`config.mk`:
```
export PLATFORM = sky130hd
export DESIGN_NAME = spi_flags
export DESIGN_NICKNAME = d
export VERILOG_FILES = /design/src/hw/spi_flags.v
export VERILOG_INCLUDE_DIRS = /design/src /design/src/hw
export SDC_FILE = /design/constraint.sdc
export NUM_CORES = 1
export LEC_CHECK = 0
export ABC_AREA = 1
export BUFFER_PORTS_ARGS = -buffer_cell sky130_fd_sc_hd__buf_2
export CAP_MARGIN = 40
export CORE_MARGIN = 5
export CORE_UTILIZATION = 58
export DETAILED_ROUTE_END_ITERATION = 16
export GPL_TIMING_DRIVEN = 0
export HOLD_SLACK_MARGIN = 0.12
export PLACE_DENSITY = 0.84
export SLEW_MARGIN = 10
export SYNTH_ARGS = -nofsm -noshare
export SYNTH_HDL_FRONTEND = slang
export SYNTH_SLANG_ARGS = --single-unit
export TNS_END_PERCENT = 10
```
`constraint.sdc`:
```
create_clock -name CLK -period 2.35 [get_ports CLK]
set_input_delay 0.3525 -clock CLK [delete_from_list [all_inputs] [get_ports CLK]]
set_output_delay 0.3525 -clock CLK [all_outputs]
set_load 0.02 [all_outputs]
```
`src/hw/spi_flags_map.vh`:
```
// register offsets, field positions and reset values of the serial flag block
`ifndef SPI_FLAGS_MAP_VH
`define SPI_FLAGS_MAP_VH
// ==========================================
// register offsets
`define OFS_CONTROL_ONE 3'h0
`define OFS_CONTROL_TWO 3'h1
`define OFS_BAUD_DIVIDER 3'h2
`define OFS_FLAG_STATUS 3'h3
`define OFS_MATCH_COMPARE 3'h5
`define OFS_SHIFT_DATA 3'h4
// ==========================================
// control_one fields
`define C1_RX_FAULT_IRQ_ENABLE 7
`define C1_MODULE_ENABLE 6
`define C1_TX_IRQ_ENABLE 5
`define C1_MASTER_SELECT 4
`define C1_CLOCK_POLARITY 3
`define C1_CLOCK_PHASE 2
`define C1_SELECT_OUTPUT_ENABLE 1
`define C1_LSB_FIRST 0
// ==========================================
// control_two fields
`define C2_MATCH_IRQ_ENABLE 7
`define C2_FAULT_DETECT_ENABLE 4
`define C2_BIDIR_OUTPUT_ENABLE 3
`define C2_STOP_IN_WAIT 1
`define C2_SINGLE_PIN_SELECT 0
`define C2_WRITE_MASK 8'h9b
// ==========================================
// baud_divider and status fields
`define BR_WRITE_MASK 8'h7f
`define ST_RX_FULL 7
`define ST_DATA_MATCH 6
`define ST_TX_EMPTY 5
`define ST_FAULT 4
// ==========================================
// reset values
`define RST_CONTROL_ONE 8'h04
`define RST_CONTROL_TWO 8'h00
`define RST_BAUD_DIVIDER 8'h00
`define RST_MATCH_COMPARE 8'h00
`define RST_DATA 8'h00
`endif

```
`src/hw/spi_flags.v`:
```
// flag, interrupt and register bank of the byte-wide serial peripheral controller
//
// The plain strobed port and the address map were left to the implementer.
`include "spi_flags_map.vh"

// ==========================================
// Summary of operation
// - as slave without written byte, shift out last received byte
// - data reads return zero after reset until a byte is received
// - interrupt request only while module enable is set
// - receive/fault enable gates receive-full and mode-fault flags
// - transmit enable gates transmit-empty flag
// - match enable gates data-match flag
// - one interrupt line: any flag together with its enable
// - flags set and stay readable with masks clear
// - mode fault aborts transfer and clears master select
// - mode-fault interrupt is a level while the flag stands
// - receive-full sets when a received byte enters the buffer
// - receive-full holds; bytes arriving while set are discarded
// - transmit-empty sets when buffer can take a byte, holds until serviced
// - data-match sets when receive buffer equals match value
// - control one bit layout, enables down to lsb-first
// - control two layout with match enable, fault enable, bidir bits
// - baud: bit 7 reserved, 6:4 prescale, 3:0 rate divisor
// - status: rx full, match, tx empty, fault; low nibble zero
// - polarity and phase bits exported to the shift engine
// - lsb-first and fault-detect enable exported as configuration
// - data address: write loads transmit, read returns receive buffer
// - fault clears on status read seeing it, then control one write
module spi_flags (
  input wire CLK, // bus clock, 100 MHz
  input wire RSTN, // asynchronous reset, active low
  input wire [2:0] ADDR, // register index
  input wire [7:0] WDATA, // write data
  input wire WR, // write strobe
  input wire RD, // read strobe
  output reg [7:0] RDATA, // read data, one cycle after RD
  input wire RX_DONE, // pulse: shift engine finished a byte
  input wire [7:0] RX_BYTE, // byte received with RX_DONE
  input wire TX_TAKE, // pulse: shift engine took the transmit byte
  input wire SS_N, // slave-select input, active low
  output reg [7:0] TX_BYTE, // byte for the shift engine to send
  output wire TX_PENDING, // a written byte waits for the shift engine
  output wire ABORT, // pulse: transfer aborted by mode fault
  output wire IRQ, // interrupt request, active high level
  output wire MODULE_ENABLE, // control one module enable
  output wire MASTER_SELECT, // control one master select
  output wire CLOCK_POLARITY, // control one clock polarity
  output wire CLOCK_PHASE, // control one clock phase
  output wire SELECT_OUTPUT_ENABLE, // control one select output enable
  output wire LSB_FIRST, // control one lsb-first
  output wire FAULT_DETECT_ENABLE, // control two fault detect enable
  output wire BIDIR_OUTPUT_ENABLE, // control two bidir output enable
  output wire STOP_IN_WAIT, // control two stop-in-wait
  output wire SINGLE_PIN_SELECT, // control two single-pin select
  output wire [2:0] PRESCALE, // baud prescale select
  output wire [3:0] RATE // baud rate select
);

  reg [7:0] c1_q;
  reg [7:0] c2_q;
  reg [7:0] br_q;
  reg [7:0] match_q;
  reg [7:0] rxbuf_q;
  reg rx_full_q;
  reg tx_empty_q;
  reg fault_q;
  reg match_flag_q;
  reg seen_rx_q;
  reg seen_tx_q;
  reg seen_fault_q;
  reg ss_q;

  wire wr_c1 = WR && (ADDR == `OFS_CONTROL_ONE);
  wire wr_c2 = WR && (ADDR == `OFS_CONTROL_TWO);
  wire wr_br = WR && (ADDR == `OFS_BAUD_DIVIDER);
  wire wr_m = WR && (ADDR == `OFS_MATCH_COMPARE);
  wire wr_d = WR && (ADDR == `OFS_SHIFT_DATA);
  wire rd_s = RD && (ADDR == `OFS_FLAG_STATUS);
  wire rd_d = RD && (ADDR == `OFS_SHIFT_DATA);

  // ==========================================
  // mode fault detection
  // fault only counts for a master with detect on and select output off
  wire fault_set = c1_q[`C1_MODULE_ENABLE] && c1_q[`C1_MASTER_SELECT] && c2_q[`C2_FAULT_DETECT_ENABLE] &&
                   !c1_q[`C1_SELECT_OUTPUT_ENABLE] && !SS_N && !ss_q;
  wire fault_clr = seen_fault_q && wr_c1;
  assign ABORT = fault_set && !fault_q;

  // bytes landing while receive-full stands are dropped
  wire rx_load = RX_DONE && !rx_full_q;
  wire rx_clr = seen_rx_q && rd_d;
  wire tx_clr = seen_tx_q && wr_d;

  always @(posedge CLK or negedge RSTN) begin
    if (!RSTN) begin
      c1_q <= `RST_CONTROL_ONE;
      c2_q <= `RST_CONTROL_TWO;
      br_q <= `RST_BAUD_DIVIDER;
      match_q <= `RST_MATCH_COMPARE;
      rxbuf_q <= `RST_DATA;
      TX_BYTE <= `RST_DATA;
      ss_q <= 1'b1;
      rx_full_q <= 1'b0;
      tx_empty_q <= 1'b1;
      fault_q <= 1'b0;
      match_flag_q <= 1'b0;
      seen_rx_q <= 1'b0;
      seen_tx_q <= 1'b0;
      seen_fault_q <= 1'b0;
    end else begin
      ss_q <= SS_N;
      if (wr_c1) begin
        c1_q <= WDATA;
      end
      if (fault_set || fault_q) begin
        c1_q[`C1_MASTER_SELECT] <= 1'b0;
      end
      if (wr_c2) begin
        c2_q <= WDATA & `C2_WRITE_MASK;
      end
      if (wr_br) begin
        br_q <= WDATA & `BR_WRITE_MASK;
      end
      if (wr_m) begin
        match_q <= WDATA;
      end
      if (wr_d) begin
        TX_BYTE <= WDATA;
      end else if (rx_load && tx_empty_q) begin
        TX_BYTE <= RX_BYTE;
      end
      if (rx_load) begin
        rxbuf_q <= RX_BYTE;
      end
      // set wins over clear on every flag
      if (rx_load) begin
        rx_full_q <= 1'b1;
      end else if (rx_clr) begin
        rx_full_q <= 1'b0;
      end
      if (TX_TAKE) begin
        tx_empty_q <= 1'b1;
      end else if (tx_clr) begin
        tx_empty_q <= 1'b0;
      end
      if (fault_set) begin
        fault_q <= 1'b1;
      end else if (fault_clr) begin
        fault_q <= 1'b0;
      end
      match_flag_q <= (rxbuf_q == match_q) && (rx_full_q || match_flag_q && !rx_load);
      if (rd_s) begin
        seen_rx_q <= rx_full_q;
        seen_tx_q <= tx_empty_q;
        seen_fault_q <= fault_q;
      end else begin
        if (rx_clr) seen_rx_q <= 1'b0;
        if (tx_clr) seen_tx_q <= 1'b0;
        if (fault_clr) seen_fault_q <= 1'b0;
      end
    end
  end

  // ==========================================
  // read port
  always @(posedge CLK or negedge RSTN) begin
    if (!RSTN) begin
      RDATA <= 8'h00;
    end else if (RD) begin
      case (ADDR)
        `OFS_CONTROL_ONE: RDATA <= c1_q;
        `OFS_CONTROL_TWO: RDATA <= c2_q;
        `OFS_BAUD_DIVIDER: RDATA <= br_q;
        `OFS_FLAG_STATUS: RDATA <= {rx_full_q, match_flag_q, tx_empty_q, fault_q, 4'h0};
        `OFS_SHIFT_DATA: RDATA <= rxbuf_q;
        `OFS_MATCH_COMPARE: RDATA <= match_q;
        default: RDATA <= 8'h00;
      endcase
    end else begin
      RDATA <= 8'h00;
    end
  end

  // ==========================================
  // interrupt request
  wire irq_rx = c1_q[`C1_RX_FAULT_IRQ_ENABLE] && (rx_full_q || fault_q);
  wire irq_tx = c1_q[`C1_TX_IRQ_ENABLE] && tx_empty_q;
  wire irq_m = c2_q[`C2_MATCH_IRQ_ENABLE] && match_flag_q;
  assign IRQ = c1_q[`C1_MODULE_ENABLE] && (irq_rx || irq_tx || irq_m);

  assign TX_PENDING = !tx_empty_q;
  assign MODULE_ENABLE = c1_q[`C1_MODULE_ENABLE];
  assign MASTER_SELECT = c1_q[`C1_MASTER_SELECT];
  assign CLOCK_POLARITY = c1_q[`C1_CLOCK_POLARITY];
  assign CLOCK_PHASE = c1_q[`C1_CLOCK_PHASE];
  assign SELECT_OUTPUT_ENABLE = c1_q[`C1_SELECT_OUTPUT_ENABLE];
  assign LSB_FIRST = c1_q[`C1_LSB_FIRST];
  assign FAULT_DETECT_ENABLE = c2_q[`C2_FAULT_DETECT_ENABLE];
  assign BIDIR_OUTPUT_ENABLE = c2_q[`C2_BIDIR_OUTPUT_ENABLE];
  assign STOP_IN_WAIT = c2_q[`C2_STOP_IN_WAIT];
  assign SINGLE_PIN_SELECT = c2_q[`C2_SINGLE_PIN_SELECT];
  assign PRESCALE = br_q[6:4];
  assign RATE = br_q[3:0];

endmodule

```
=== Word-level counts from Yosys, hierarchy flattened ===
Index checks and enable logic that the tools add are counted.

* Logic and storage cells: 82
* Bits in registers: 60
* Bits of input ports: 26
* Output and inout port bits: 36

* Muxes and demuxes: 15
* Eq/ne operators: 6
* Reductions and logical operators: 45

{| class="wikitable"
|+ Operators with widths
! operator !! count
|-
| 8-bit case mux with 6 select lines || 1
|-
| 1-bit logical AND || 24
|-
| 8-bit two-way mux || 3
|-
| 2-bit nonzero test || 8
|-
| 1-bit two-way mux || 10
|-
| 8-bit == test || 1
|-
| 1-bit zero test || 7
|-
| 3-bit by 2-bit == test with 1-bit output (second input constant) || 2
|-
| 3-bit == test (second input constant) || 2
|-
| 1-bit logical OR || 5
|-
| 5-bit two-way mux || 1
|-
| 3-bit by 1-bit == test with 1-bit output (second input constant) || 1
|-
| 3-bit zero test || 1
|}

=== Logic depth before layout (Yosys ltp) ===
* Depth in word-level cells: 7
* Depth in mapped cells: 8
* Depth with buffers taken out: 7

=== Worst setup path before layout ===
No wires, ideal clock.

* Path type: register to output
* From: reg c1_q[4]
* To: out ABORT
* Buffers on the path: 0
* Setup slack: 0.975 ns
* Arrival: 1.022 ns
* Cell stages (with the launch flop): 5
* Cell sequence: dfrtp_1 > inv_1 > nor2_1 > nand4_1 > nor2_1

* Cells in the longest elaborated chain, start to end: 6

{| class="wikitable"
|+ Ends and longest elaborated chain
! what !! line !! text
|-
| from (decl) || spi_flags.v:60 || <nowiki>reg [7:0] c1_q;</nowiki>
|-
| from (signal assigned) || spi_flags.v:97 || <nowiki>c1_q <= `RST_CONTROL_ONE;</nowiki>
|-
| 1-bit logical AND (5 in a row) || spi_flags.v:85 || <nowiki>wire fault_set = c1_q[`C1_MODULE_ENABLE] && c1_q[`C1_MASTER_SELECT] && c2_q[`C2_FAULT_DETECT_ENABLE] &&</nowiki>
|-
| 1-bit logical AND || spi_flags.v:88 || <nowiki>assign ABORT = fault_set && !fault_q;</nowiki>
|-
| to (decl) || spi_flags.v:44 || <nowiki>output wire ABORT,</nowiki>
|}

No other way between the ends.

=== Worst setup path after layout ===
* From: in SS_N
* To: out ABORT

* Cells in the longest elaborated chain, start to end: 4

{| class="wikitable"
|+ Ends and longest elaborated chain
! what !! line !! text
|-
| from (decl) || spi_flags.v:41 || <nowiki>input wire SS_N,</nowiki>
|-
| 1-bit zero test || spi_flags.v:86 || <nowiki>!c1_q[`C1_SELECT_OUTPUT_ENABLE] && !SS_N && !ss_q;</nowiki>
|-
| 1-bit logical AND (2 in a row) || spi_flags.v:85 ||
|-
| 1-bit logical AND || spi_flags.v:88 ||
|}

No other way between the ends.

==> run_results.csv <==
group,metric,value,unit
run_status,status,"complete, no violations",
power_and_ir_drop,seqPwrFrac,0.473,
place,place.gp.congestion,0.910,
flow_run,maxCapViolCount,0,
routing,wire_per_inst,14.4,um
power_and_ir_drop,p_comb_frac,0.288,
global_routing,grt_pass1_vias,2507,
floorplan,ioPinCount,62,
synthesis,synthCells,336,
power_and_ir_drop,p_clk_frac,0.239,
final_layout,fin_area,3440,um^2
final_layout,fin_cells,478,
synthesis,synthDominantCellAreaShare,0.493,
synthesis,yosysWarnings,0,
synthesis,synthTopCellsByArea,"dfrtp_1, nand2_1, nand3_1",
global_routing,grt_max_degree,61,
setup_path,crit_chain,"dlygate4sd3_1 > buf_2 > nor2_1 > nand4_1 > nor2_1 > buf_2",
final_layout,post-route-util,0.719,
routing,drtAntennaViolNets,0,
power_and_ir_drop,p_sw_frac,0.368,
synthesis,syn_nets,362,
place,placed_area,3270,um^2
timing,fin_skew,0.00882,ns
synthesis,synth_seq_cells,60,
final_layout,final_common_cell,"nand2_1",
clock_network,cts_buffers,9,
power_and_ir_drop,total_power,3.18,mW
clock_network,ctsHoldBuffers,2,
final_layout,drive_above_1_share,0.258,
setup_path,crit_path_start,"SS_N",
setup_path,endpoint,"ABORT",
timing,hold_viol,0,
timing,setup_viol,0,
global_routing,track_usage,0.236,
timing,finalCriticalPeriod,1.87,ns
synthesis,synthesis.area,2900,um^2
worst_hold_path,hp-class,"input pin to register",
setup_path,critPathMaxFanout,3,
global_routing,antenna_found_initial,0,
synthesis,yosysTopAreaCell,"dfrtp_1",
place,post-dp-hpwl,5060,um
setup_path,r2r_slack,0.74,ns
power_and_ir_drop,ir_drop,0.752,mV
global_routing,grt-ovfl-total,0,
setup_path,worst-path-buf-inv,3,
routing,vias_per_cell,5.27,
final_layout,nets,433,
clock_network,postCtsSetupBuffers,0,
clock_network,clk_latency,0.33,ns
clock_network,clock_sinks,60,
routing,wl,6900,um
global_routing,grt_pass1_wl,11700,um
setup_path,critPathSlowestCell,"dlygate4sd3_1",
synthesis,syn_area_per_cell,8.62,um^2
setup_path,rr_startpoint,"rx_full_q$_DFFE_PN0P_",
floorplan,chipWidth,80.7,um
setup_path,worst-setup-path-type,"input pin to output pin",
setup_path,crit_required,2.00,ns
clock_network,tritoncts,"built",
clock_network,clk_pin_slew_worst_paths,0.06,ns
floorplan,row_count,25,
setup_path,end_kind,"output pin",
routing,drcViolationCount,0,
worst_hold_path,hold_depth,2,
power_and_ir_drop,switchingPower,1.17,mW
clock_network,post_cts_resized,0,
setup_path,cpPeakStageDelay,0.53,ns
floorplan,die_area,6510,um^2
setup_path,startpoint_type,"input pin",
setup_path,cp.arrival,1.52,ns
routing,drtIter0Drc,238,
timing,tightest_slew,0.737,ns
setup_path,cp_num_cells,6,
final_layout,final_cell_mix,"nand2_1, buf_2, dfrtp_1, nand3_1, nor2_1",
timing,tns,0,ns
synthesis,synth.yosys.seq_area_share,0.520,
power_and_ir_drop,power.internal,2.01,mW
timing,rsz0062_at_grt,"no",
floorplan,start_util,0.605,
clock_network,ctsRootBufferMaster,"clkbuf_8",
place,placed_cells,461,
final_layout,area_growth,18.9,%
timing,maxSlewViolCount,0,
routing,routed-via-count,2518,
place,io_buffers,58,
clock_network,clockBufferDepth,2,
setup_path,r2r_cells,6,
routing,drt_pass1_iterations,5,
power_and_ir_drop,power.density,923,nW/um^2
timing,timing.final.crit_share,0.795,
timing,max_freq,535,MHz
floorplan,coreArea,4790,um^2
power_and_ir_drop,p_leak,1.82,nW
floorplan,dieHeight,80.7,um
setup_path,timing.rr.end,"TX_BYTE[4]$_DFFE_PN0P_",
setup_path,cp_top_family,"buffers and inverters",
final_layout,diodes,0,
timing,maxSlewHeadroom,0.509,
clock_network,h-tree-depth,3,
synthesis,yosysUniqueCellTypes,27,
[metal layers]
layer,vias up,GRT usage,share of wire
met3,12,0.0471,0.076
met5,-,0,0
met2,108,0.387,0.46
li1,1236,-,-
met1,1162,0.300,0.44
met4,0,0.105,0.015
[state kept, by name (all words and copies together), names as in the netlist, 5 cells and up]
name,flops
br_q,7
c2_q,5
RDATA,8
c1_q,8
rxbuf_q,8
match_q,8
TX_BYTE,8
[through the flow]
stage	setup WS, ns	hold WS (ns)
2_1_floorplan	0.975	0.0569
3_3_place_gp	0.811	0.468
3_5_place_dp	0.760	0.463
4_1_cts	0.475	0.205
5_1_grt	0.361	0.200
6_report	0.482	0.213
[power by group through the flow]
stage / Clock (mW) / Combinational, mW / Sequential, mW
2_1_floorplan: 0 / 0.450 / 1.64
3_3_place_gp: 0 / 0.883 / 1.50
3_5_place_dp: 0 / 0.911 / 1.51
4_1_cts: 0.756 / 0.919 / 1.50
5_1_grt: 0.810 / 1.02 / 1.54
6_report: 0.759 / 0.913 / 1.50
[Yosys cell counts]
library cell and instances:
a31oi_1 1, nor2_4 1, dfrtp_1 57, nand3_4 1
nand2_1 93, nor2_2 1, nand2_2 5, nor2_8 3
buf_6 6, nor3_4 2, inv_4 1, a21o_1 1
a21oi_1 1, o21ai_0 26, inv_2 3, nor2_1 27
dfstp_2 3, nand3_1 54, nand2_4 1, nand4_1 4
inv_1 23, xnor2_1 3, o21ai_2 7, o21ai_1 7
clkinv_1 1, xor2_1 2, buf_2 2
[layout make-up]
cell class,instances,area [um^2]
plain buffers,8,77.6
well taps,67,83.8
multi-input cells,240,1200
flip-flops and latches,60,1510
fillers,380,1340
clock inverters,3,15.0
clock buffers,12,135
repair buffers,60,313
inverters,28,108
[cell families (layout without fill, tap and decap cells)]
| family | Yosys count | in the layout | share of synthesized area |
|---|---|---|---|
| DFF | 60 | 60 | 0.520 |
| xor gates and xnor gates | 5 | 5 | 0.0151 |
| AOI/OAI and AO/OA | 43 | 43 | 0.0847 |
| and+or+nand+nor | 192 | 192 | 0.316 |
| buffers and inverters | 36 | 111 | 0.0640 |
[worst min path at each step]
| stage | start | to | slack [ns] |
|---|---|---|---|
| after CTS | TX_TAKE | tx_empty_q$_DFFE_PN1P_ | 0.21 |
| after global routing | TX_TAKE | tx_empty_q$_DFFE_PN1P_ | 0.20 |
| after floorplan | RSTN | RDATA[0]$_DFF_PN0_ | 0.06 |
| after global placement | SS_N | ss_q$_DFF_PN1_ | 0.47 |
| after detailed placement | RSTN | TX_BYTE[4]$_DFFE_PN0P_ | 0.46 |
| final | TX_TAKE | tx_empty_q$_DFFE_PN1P_ | 0.21 |
Power figures use the tool's default switching activity.
